===== config.mk =====
export PLATFORM = sky130hd
export DESIGN_NAME = module_level_latched_flags
export DESIGN_NICKNAME = d
export VERILOG_FILES = /design/src/hdl/flag_bank_pkg.sv /design/src/hdl/cor_flag_byte.sv /design/src/hdl/phase_change_detect.sv /design/src/hdl/module_level_latched_flags.sv
export SDC_FILE = /design/constraint.sdc
export NUM_CORES = 1
export LEC_CHECK = 0
export BUFFER_PORTS_ARGS = -buffer_cell sky130_fd_sc_hd__buf_2
export CAP_MARGIN = 20
export CORE_MARGIN = 2
export CORE_UTILIZATION = 55
export CTS_CLUSTER_SIZE = 40
export DETAILED_ROUTE_END_ITERATION = 16
export PLACE_DENSITY = 0.81
export SETUP_SLACK_MARGIN = 0.2
export SLEW_MARGIN = 20
export SYNTH_ARGS = -nofsm -noshare
export SYNTH_HDL_FRONTEND = slang
export SYNTH_SLANG_ARGS = --single-unit

===== constraint.sdc =====
create_clock -name i_clock -period 2.35 [get_ports i_clock]
set_clock_uncertainty 0.15 [all_clocks]
set_input_delay 0.47 -clock i_clock [delete_from_list [all_inputs] [get_ports i_clock]]
set_output_delay 0.47 -clock i_clock [all_outputs]
set_load 0.03 [all_outputs]

===== src/hdl/flag_bank_pkg.sv =====
// Package for the module-level latched flag bank: offsets, bit positions, widths and types.
package flag_bank_pkg;
  localparam int unsigned ADDR_W = 8;
  localparam int unsigned DATA_W = 8;

  // Byte offsets in the management memory
  localparam logic [7:0] STATUS_OFS    = 8'h03;
  localparam logic [7:0] EVENT_OFS     = 8'h08;
  localparam logic [7:0] SUP_TEMP_OFS  = 8'h09;
  localparam logic [7:0] AUX12_OFS     = 8'h0a;
  localparam logic [7:0] AUX3_VEND_OFS = 8'h0b;
  localparam logic [7:0] RSVD_OFS      = 8'h0c;
  localparam logic [7:0] VEND_OFS      = 8'h0d;

  // Event byte bit positions
  localparam int unsigned MSG_TWO_BIT   = 7;
  localparam int unsigned MSG_ONE_BIT   = 6;
  localparam int unsigned SP_FW_BIT     = 2;
  localparam int unsigned MAIN_FW_BIT   = 1;
  localparam int unsigned STATE_BIT     = 0;
  localparam logic [7:0]  EVENT_DEFINED = 8'hc7;

  // Monitor nibble order: low warn, high warn, low alarm, high alarm (MSB first)
  localparam int unsigned NUM_MON     = 6;
  localparam int unsigned MON_TEMP    = 0;
  localparam int unsigned MON_SUPPLY  = 1;
  localparam int unsigned MON_AUX_A   = 2;
  localparam int unsigned MON_AUX_B   = 3;
  localparam int unsigned MON_AUX_C   = 4;
  localparam int unsigned MON_VENDOR  = 5;

  localparam logic [7:0] FLAG_RESET      = 8'h00;
  localparam logic       IRQ_STATUS_RST  = 1'b1;
  localparam logic [2:0] PHASE_RESET     = 3'h0;
  localparam int unsigned PHASE_W        = 3;

  // One threshold comparison result per monitor
  typedef struct packed {
    logic low_warn;
    logic high_warn;
    logic low_alarm;
    logic high_alarm;
  } threshold_t;

  // Host read port of the management memory
  typedef struct packed {
    logic              rd_en;
    logic [ADDR_W-1:0] addr;
  } mgmt_read_t;

  // Non-threshold events
  typedef struct packed {
    logic msg_instance_two_done;
    logic msg_instance_one_done;
    logic signal_processor_fw_fail;
    logic main_fw_fail;
  } module_event_t;

  function automatic logic [3:0] pack_threshold(input threshold_t t);
    pack_threshold = {t.low_warn, t.high_warn, t.low_alarm, t.high_alarm};
  endfunction : pack_threshold
endpackage : flag_bank_pkg


===== src/hdl/cor_flag_byte.sv =====
// One byte of latched, clear-on-read flags.
`timescale 1ns/1ps
module cor_flag_byte
  import flag_bank_pkg::*;
(
  input  wire logic              i_clock,  // Management clock
  input  wire logic              i_rst_n,  // Async reset, active low
  input  wire logic [DATA_W-1:0] i_set,    // Event pulses or levels
  input  wire logic [DATA_W-1:0] i_valid,  // Implemented bit mask
  input  wire logic              i_clear,  // Host read of this byte
  output logic      [DATA_W-1:0] o_flags   // Latched flags
);
  logic [DATA_W-1:0] flags_ff;
  logic [DATA_W-1:0] nxt_flags;

  genvar g;
  generate
    for (g = 0; g < DATA_W; g++)
    begin : g_bit
      // Set beats the read clear, so an event in the read cycle survives
      assign nxt_flags[g] = i_valid[g] & (i_set[g] | (flags_ff[g] & ~i_clear));
    end
  endgenerate

  always_ff @(posedge i_clock or negedge i_rst_n)
  begin
    if (!i_rst_n)
      flags_ff <= FLAG_RESET;
    else
      flags_ff <= nxt_flags;
  end

  assign o_flags = flags_ff;
endmodule : cor_flag_byte


===== src/hdl/phase_change_detect.sv =====
// Detects changes of the module power phase code.
`timescale 1ns/1ps
module phase_change_detect
  import flag_bank_pkg::*;
(
  input  wire logic               i_clock,  // Management clock
  input  wire logic               i_rst_n,  // Async reset, active low
  input  wire logic [PHASE_W-1:0] i_phase,  // Current power phase code
  output logic                    o_change  // One-cycle pulse on change
);
  logic [PHASE_W-1:0] phase_ff;
  logic               armed_ff;

  // Arming skips the first compare so the reset value is not seen as a change
  always_ff @(posedge i_clock or negedge i_rst_n)
  begin
    if (!i_rst_n)
    begin
      phase_ff <= PHASE_RESET;
      armed_ff <= 1'b0;
    end
    else
    begin
      phase_ff <= i_phase;
      armed_ff <= 1'b1;
    end
  end

  assign o_change = armed_ff & (phase_ff != i_phase);
endmodule : phase_change_detect


===== src/hdl/module_level_latched_flags.sv =====
// Module-level latched flag bank with clear-on-read host access.
`timescale 1ns/1ps
// Operation
// - Command-messaging completion for instance 2 latches in byte 8 bit 7 and instance 1 in bit 6.
// - Signal-processor firmware failure latches byte 8 bit 2.
// - Main firmware self-supervision failure latches byte 8 bit 1.
// - Any change of the module power phase latches byte 8 bit 0, which is always implemented.
// - Byte 8 bits 5 to 3 are reserved and always read zero.
// - Byte 9 bits 7 to 4 hold supply low warn, high warn, low alarm, high alarm.
// - Byte 9 bits 3 to 0 hold temperature low warn, high warn, low alarm, high alarm.
// - Byte 10 holds auxiliary monitor B flags high and auxiliary monitor A flags low.
// - Byte 11 holds vendor monitor flags high and auxiliary monitor C flags low.
// - Every defined flag is read-only, latched, and cleared by a host read of it.
// - All flags read cleared after reset and while nothing is faulty.
// - Byte 12 is reserved and byte 13 carries vendor custom flags.
// - Each thresholded monitor has its own alarm and warning flags.
// - The bank exists only in paged-memory builds; flat builds read it as zero.
// - Byte 3 bit 0 shows the interrupt output state, 1 meaning not asserted.
module module_level_latched_flags
  import flag_bank_pkg::*;
#(
  parameter bit PAGED_MEMORY = 1'b1  // Build option for the paged memory model
)
(
  input  wire logic               i_clock,        // Management clock, 250 MHz
  input  wire logic               i_rst_n,        // Async reset, active low
  input  wire mgmt_read_t         i_rd,           // Host read strobe and byte address
  input  wire module_event_t      i_event,        // Firmware and messaging events
  input  wire logic [PHASE_W-1:0] i_phase,        // Current power phase code
  input  wire threshold_t         i_thr [NUM_MON],// Threshold crossings per monitor
  input  wire logic [DATA_W-1:0]  i_vendor_set,   // Custom vendor flag events
  input  wire logic [DATA_W-1:0]  i_vendor_valid, // Implemented custom bits
  input  wire logic               i_irq_active,   // Interrupt output currently asserted
  output logic [DATA_W-1:0]       o_rd_data,      // Read data, registered
  output logic                    o_rd_valid,     // Read data valid pulse
  output logic                    o_any_flag      // Some flag in the bank is set
);
  localparam int unsigned NUM_BYTES = 5;
  localparam int unsigned B_EVENT   = 0;
  localparam int unsigned B_SUPTEMP = 1;
  localparam int unsigned B_AUX12   = 2;
  localparam int unsigned B_AUX3V   = 3;
  localparam int unsigned B_VEND    = 4;

  logic [DATA_W-1:0] set_vec   [NUM_BYTES];
  logic [DATA_W-1:0] valid_vec [NUM_BYTES];
  logic [DATA_W-1:0] flags     [NUM_BYTES];
  logic [NUM_BYTES-1:0] clr;
  logic              phase_change;
  logic [DATA_W-1:0] rd_data_ff;
  logic              rd_valid_ff;
  logic [DATA_W-1:0] nxt_rd_data;

  phase_change_detect u_phase
  (
    .i_clock  (i_clock),
    .i_rst_n  (i_rst_n),
    .i_phase  (i_phase),
    .o_change (phase_change)
  );

  // Event byte
  always_comb
  begin
    set_vec[B_EVENT]              = 8'h00;
    set_vec[B_EVENT][MSG_TWO_BIT] = i_event.msg_instance_two_done;
    set_vec[B_EVENT][MSG_ONE_BIT] = i_event.msg_instance_one_done;
    set_vec[B_EVENT][SP_FW_BIT]   = i_event.signal_processor_fw_fail;
    set_vec[B_EVENT][MAIN_FW_BIT] = i_event.main_fw_fail;
    set_vec[B_EVENT][STATE_BIT]   = phase_change;
  end

  // Threshold bytes, one nibble per monitor
  assign set_vec[B_SUPTEMP] = {pack_threshold(i_thr[MON_SUPPLY]), pack_threshold(i_thr[MON_TEMP])};
  assign set_vec[B_AUX12]   = {pack_threshold(i_thr[MON_AUX_B]), pack_threshold(i_thr[MON_AUX_A])};
  assign set_vec[B_AUX3V]   = {pack_threshold(i_thr[MON_VENDOR]), pack_threshold(i_thr[MON_AUX_C])};
  assign set_vec[B_VEND]    = i_vendor_set;

  // Reserved event bits are masked so no event can land there
  assign valid_vec[B_EVENT]   = PAGED_MEMORY ? EVENT_DEFINED : 8'h00;
  assign valid_vec[B_SUPTEMP] = PAGED_MEMORY ? 8'hff : 8'h00;
  assign valid_vec[B_AUX12]   = PAGED_MEMORY ? 8'hff : 8'h00;
  assign valid_vec[B_AUX3V]   = PAGED_MEMORY ? 8'hff : 8'h00;
  assign valid_vec[B_VEND]    = PAGED_MEMORY ? i_vendor_valid : 8'h00;

  // Host read clears only the byte actually addressed
  assign clr[B_EVENT]   = i_rd.rd_en && (i_rd.addr == EVENT_OFS);
  assign clr[B_SUPTEMP] = i_rd.rd_en && (i_rd.addr == SUP_TEMP_OFS);
  assign clr[B_AUX12]   = i_rd.rd_en && (i_rd.addr == AUX12_OFS);
  assign clr[B_AUX3V]   = i_rd.rd_en && (i_rd.addr == AUX3_VEND_OFS);
  assign clr[B_VEND]    = i_rd.rd_en && (i_rd.addr == VEND_OFS);

  genvar g;
  generate
    for (g = 0; g < NUM_BYTES; g++)
    begin : g_byte
      cor_flag_byte u_byte
      (
        .i_clock (i_clock),
        .i_rst_n (i_rst_n),
        .i_set   (set_vec[g]),
        .i_valid (valid_vec[g]),
        .i_clear (clr[g]),
        .o_flags (flags[g])
      );
    end
  endgenerate

  // Read mux returns the value held before the clear takes effect
  always_comb
  begin
    nxt_rd_data = 8'h00;
    case (i_rd.addr)
      STATUS_OFS:    nxt_rd_data = {7'h00, ~i_irq_active};
      EVENT_OFS:     nxt_rd_data = flags[B_EVENT];
      SUP_TEMP_OFS:  nxt_rd_data = flags[B_SUPTEMP];
      AUX12_OFS:     nxt_rd_data = flags[B_AUX12];
      AUX3_VEND_OFS: nxt_rd_data = flags[B_AUX3V];
      RSVD_OFS:      nxt_rd_data = 8'h00;
      VEND_OFS:      nxt_rd_data = flags[B_VEND];
      default:       nxt_rd_data = 8'h00;
    endcase
  end

  always_ff @(posedge i_clock or negedge i_rst_n)
  begin
    if (!i_rst_n)
    begin
      rd_data_ff  <= FLAG_RESET;
      rd_valid_ff <= 1'b0;
    end
    else
    begin
      rd_valid_ff <= i_rd.rd_en;
      if (i_rd.rd_en)
        rd_data_ff <= nxt_rd_data;
    end
  end

  assign o_rd_data  = rd_data_ff;
  assign o_rd_valid = rd_valid_ff;
  assign o_any_flag = |{flags[B_EVENT], flags[B_SUPTEMP], flags[B_AUX12], flags[B_AUX3V], flags[B_VEND]};
endmodule : module_level_latched_flags


After elaboration in Yosys (flattened, before gate mapping)
Cells that the tools add are included.
{"block": "word_totals", "register_bits": 50, "output_inout_bits": 10, "input_bits": 59, "wordCells": 112}
{"block": "op_classes", "muxes": 1, "bitwise": 89, "reduce_logical": 6, "n_eq_ne": 7}
{"op": "8-bit case mux with 6 select lines", "n": 1}
{"op": "1-bit bitwise AND", "n": 46}
{"op": "8-bit by 4-bit equality test with 1-bit output, second input constant", "n": 5}
{"op": "1-bit bitwise OR", "n": 37}
{"op": "37-bit OR reduction", "n": 1}
{"op": "8-bit by 2-bit equality test with 1-bit output, second input constant", "n": 1}
{"op": "1-bit NOT", "n": 6}
{"op": "1-bit logical AND", "n": 5}
{"op": "3-bit != test", "n": 1}

Depth between registers and ports, before layout
{"block": "depth", "depth_word": 6, "depth_mapped": 6, "ltp_nobuf": 4}

By module
From an unflattened synthesis, not the netlist that was laid out.
{"block": "unflattened", "hier_cells": 240, "area_unflattened_um2": 2596.2}
{"mod": "cor_flag_byte", "area_each_um2": 310.3, "n_inst": 5, "seq_area_each_um2": 200.2, "cells_each": 24}
{"mod": "module_level_latched_flags", "area_each_um2": 905.9, "n_inst": 1, "seq_area_each_um2": 225.2, "cells_each": 111}
{"mod": "phase_change_detect", "area_each_um2": 138.9, "n_inst": 1, "seq_area_each_um2": 100.1, "cells_each": 9}

Least setup slack after synthesis
Ideal clock, no wire load.
{"block": "synth_timing", "kind": "input to register", "start": "input i_rd[5] (netlist name)", "end": "register g_byte[0].u_byte.flags_ff[0]", "slack_ns": 0.551, "arrival_time_ns": 1.528, "path_stages": 5, "n_path_buf": 1, "path_cell_list": "nor4_4 > and2_4 > buf_6 > nand3_4 > a22o_1"}
{"block": "synth_via", "elab_chain_len": 5}
{"element": "start, declared", "line_no": "module_level_latched_flags.sv:27", "source": "input wire mgmt_read_t i_rd,"}
{"element": "8-bit by 4-bit equality test with 1-bit output", "line_no": "module_level_latched_flags.sv:87", "source": "assign clr[B_EVENT] = i_rd.rd_en && (i_rd.addr == EVENT_OFS);"}
{"element": "1-bit logical AND", "line_no": "module_level_latched_flags.sv:87"}
{"element": "1-bit NOT", "line_no": "cor_flag_byte.sv:21", "source": "assign nxt_flags[g] = i_valid[g] & (i_set[g] | (flags_ff[g] & ~i_clear));"}
{"element": "1-bit bitwise AND", "line_no": "cor_flag_byte.sv:21"}
{"element": "1-bit bitwise OR", "line_no": "cor_flag_byte.sv:21"}
{"element": "named net g_byte[0].u_byte.nxt_flags[0]", "line_no": "cor_flag_byte.sv:14", "source": "logic [DATA_W-1:0] nxt_flags;"}
{"element": "end signal, assigned", "line_no": "cor_flag_byte.sv:30", "source": "flags_ff <= nxt_flags;"}
{"element": "end, declared", "line_no": "cor_flag_byte.sv:13", "source": "logic [DATA_W-1:0] flags_ff;"}
The timed path passes the listed nets, and every way through them passes these cells.
A chain may end at the register's enable or synchronous reset.

Worst setup path after layout
{"block": "layout_timing", "start": "register g_byte[4].u_byte.flags_ff[7]", "end": "output o_any_flag"}
{"block": "layout_via", "elab_chain_len": 1}
{"element": "start, declared", "line_no": "cor_flag_byte.sv:13"}
{"element": "start signal, assigned", "line_no": "cor_flag_byte.sv:30"}
{"element": "37-bit OR reduction", "line_no": "module_level_latched_flags.sv:142", "source": "assign o_any_flag = |{flags[B_EVENT], flags[B_SUPTEMP], flags[B_AUX12], flags[B_AUX3V], flags[B_VEND]};"}
{"element": "end, declared", "line_no": "module_level_latched_flags.sv:36", "source": "output logic o_any_flag"}
No other way between the ends.

==> flow_summary.toml <==
[logic_synthesis]
synth_sequential_area_ratio = 0.549
yosys_warning_total = 0
async_flop_share = 1.00
synth_area_per_cell_sq_um = 12.3
synth_largest_area_cell = "sky130_fd_sc_hd__dfrtp_1"
syn_nets = 244
fraction_of_synthesized_cell_area_taken_by_the_top_area_cell_type = 0.549
mappedNetlistArea_sq_um = 2280
ys_dominant_reg_cell = "sky130_fd_sc_hd__dfrtp_1"
yosys_register_bits = 50
syn-instance-count = 185
synth_cell_types = 38
synthTopCellsByArea = "sky130_fd_sc_hd__dfrtp_1, sky130_fd_sc_hd__a21o_1, sky130_fd_sc_hd__nor2b_1, sky130_fd_sc_hd__nand3_4, sky130_fd_sc_hd__nor4_1"
number_of_flops_mapped_to_enable_cells_by_yosys = 0

[routing]
drt_pre_antenna_iters = 4
sum_of_routed_wire_length_over_all_layers_um = 5530
number_of_nets_with_antenna_violations_after_detailed_routing = 0
viasPerCell = 5.95
detail_route.iter0.violations = 246
drc = 0
routedWlPerCell_um = 17.6
via_count = 1868

[sta]
finalCritPeriodShare = 0.932
timing_hold_violations_final = 0
worst_slew_pin_slew_ps = 722
slew_violations = 0
rsz0062_at_grt = "true"
hold_slack_ps = 56.9
final.min_clock_period_ps = 2190
setup-violations-final = 0
worst_slew_margin_rel = 0.519
max_freq_mhz = 457
setup-tns-final_ps = 0

[place]
dp.cells = 301
hpwlAfterDp_um = 3970
port_buffers = 68
place_congestion = 0.815

[finish]
layout_cell_share_with_drive_strength_beyond_1 = 0.386
antenna-diode-count = 0
layout_utilization = 0.723
stdcell_count = 314
syn_to_final_growth_pct = 26.9
nets = 322

[outcome]
outcome = "finished clean"

[cts]
clock-sinks = 50
cts_buffers = 5
post_cts_hold_buffer_count = 0
clk_transition_reported_paths_ps = 90
cts.path.max_buffers = 2
cts_tree = "built"
cts_root_buf = "sky130_fd_sc_hd__clkbuf_8"
cts_htree_levels = 2
clock_latency_ps = 310

[die]
die-height_um = 68.4
placement_rows = 23
overall_die_area_sq_um = 4670
start_util = 0.570
die_w_um = 68.4
core_sq_um = 4000
i_o_pins = 69

[flow_run]
maxCapViolations = 0

[critical_path]
timing.setup.critical_path_class = "reg2out"
timing.rr.start = "g_byte[4].u_byte.o_flags[1]"
worst-path-max-fanout = 3
worst_ep_required_time_ps = 1730
worst_setup_sp_type = "register"
timing.critical_path.to = "o_any_flag"
critPathArrivalTime_ps = 1570
setup.worst_path.end_class = "output pin"
rr_worst_depth = 5
regToRegEndpoint = "o_rd_data[1]"
setup.reg_to_reg.worst_slack_ps = 760
cp-startpoint = "g_byte[4].u_byte.o_flags[7]"

[power_and_ir_drop]
total_power_uw = 1780
ir_worst_vdd_v = 0.000526
leak_pwr_uw = 0.00116
power.density_cell_area_nw_per_um2 = 616

[global_route]
grt_max_degree = 34
grt_pass1_vias = 1752
number_of_antenna_violations_at_the_first_check_in_global_routing = 0
grt_first_pass_wirelength_um = 8580
grt_use_total = 0.260
overflow = 0

[hold_path]
worst_min_delay_path_class = "in2async"
-- per-stage QoR --
| stage | setup WS (ps) | area (sq um) |
|---|---|---|
| final | 160 | 2890 |
| after global routing | 93.2 | 2890 |
| after CTS | 168 | 2860 |
| after detailed placement | 287 | 2670 |
| after global placement | 374 | 2670 |
| after floorplan | 551 | 2280 |
-- kinds of logic (layout without fill, tap and decap cells) --
family                 after synthesis  count (layout)  share of synthesized area
AO/OA/AOI/OAI                       62              62                      0.199
AND/OR/NAND/NOR                     52              52                      0.163
flip-flops                          50              50                      0.549
multiplexers                         9               9                     0.0527
buffers and inverters                8              87                     0.0225
XOR/XNOR                             3               3                     0.0115
other                                1               1                    0.00165
-- cells in the mapped netlist (all sizes together), types with 3 or more instances --
library cell	instances
nor2	5
a21oi	9
nor2b	11
a22oi	6
nand3	7
o211ai	3
a22o	4
a21o	28
xnor2	3
o2bb2ai	4
mux2i	3
nor4	9
a32oi	3
nand4b	3
buf	5
nand2	3
mux2	4
nand2b	3
nand4	5
dfrtp	50
-- cells in the final DEF, fill, tap and decap left out, types with 4 or more instances in the layout --
cell type	count
sky130_fd_sc_hd__a22oi_1	6
sky130_fd_sc_hd__nor4_1	4
sky130_fd_sc_hd__nor2_1	5
sky130_fd_sc_hd__o2bb2ai_1	4
sky130_fd_sc_hd__nor2b_1	11
sky130_fd_sc_hd__a22o_1	4
sky130_fd_sc_hd__clkbuf_8	6
sky130_fd_sc_hd__dfrtp_1	50
sky130_fd_sc_hd__buf_2	67
sky130_fd_sc_hd__a21oi_1	9
sky130_fd_sc_hd__nand4_1	4
sky130_fd_sc_hd__nand3_1	4
sky130_fd_sc_hd__a21o_1	28
sky130_fd_sc_hd__mux2_2	4
sky130_fd_sc_hd__buf_4	10
-- power breakdown --
| part | total, uW | switching [uW] | internal [uW] |
|---|---|---|---|
| Clock | 736 | 282 | 454 |
| Combinational | 157 | 84.4 | 72.2 |
| Sequential | 890 | 13.8 | 876 |
-- worst max-delay path, cell delays in order (launching register included) --
cell and delay [ps]:
sky130_fd_sc_hd__dfrtp_1 430, sky130_fd_sc_hd__nor4_2 280, sky130_fd_sc_hd__nand4_1 160, sky130_fd_sc_hd__nor2_1 130, sky130_fd_sc_hd__nand3_1 100, sky130_fd_sc_hd__buf_6 160
-- worst min path at each step --
stage	from	cells past startpoint	to
4_1_cts	i_rst_n	1	o_rd_data[1]
6_report	i_rst_n	1	o_rd_data[0]
3_3_place_gp	u_phase.armed_ff	1	g_byte[0].u_byte.o_flags[0]
2_1_floorplan	i_rst_n	0	g_byte[0].u_byte.o_flags[0]
5_1_grt	i_rst_n	1	o_rd_data[0]
3_5_place_dp	u_phase.armed_ff	1	g_byte[0].u_byte.o_flags[0]
-- metal layers --
metal | track usage | part of all wire
met4 | 0.100 | 0.018
met2 | 0.424 | 0.51
met3 | 0.0543 | 0.068
met1 | 0.341 | 0.40
met5 | 0 | 0
-- layout make-up --
| cell class | count | area [sq um] |
|---|---|---|
| multi-input combinational | 127 | 1010 |
| fill | 291 | 1110 |
| tap | 50 | 62.6 |
| inverter | 1 | 3.75 |
| clock inverter | 2 | 60.1 |
| clock buffer | 6 | 82.6 |
| timing repair buffer | 78 | 422 |
| sequential | 50 | 1250 |
-- repair_timing --
action | 4_1_cts | 5_1_grt
gates resized for setup | 5 | 2
pin swaps | 4 | 4
setup buffers | 3 | 2
hold endpoints to repair | 0 | 0
setup endpoints to repair | 1 | 1
gates cloned | 0 | 0
-- registers in the layout, summed over array words and instances, names as in the netlist --
signal	flops
o_rd_valid	1
g_byte.u_byte.o_flags	37
o_rd_data	8
u_phase.armed_ff	1
u_phase.phase_ff	3
Note: power is estimated with default switching activity, not from simulation.
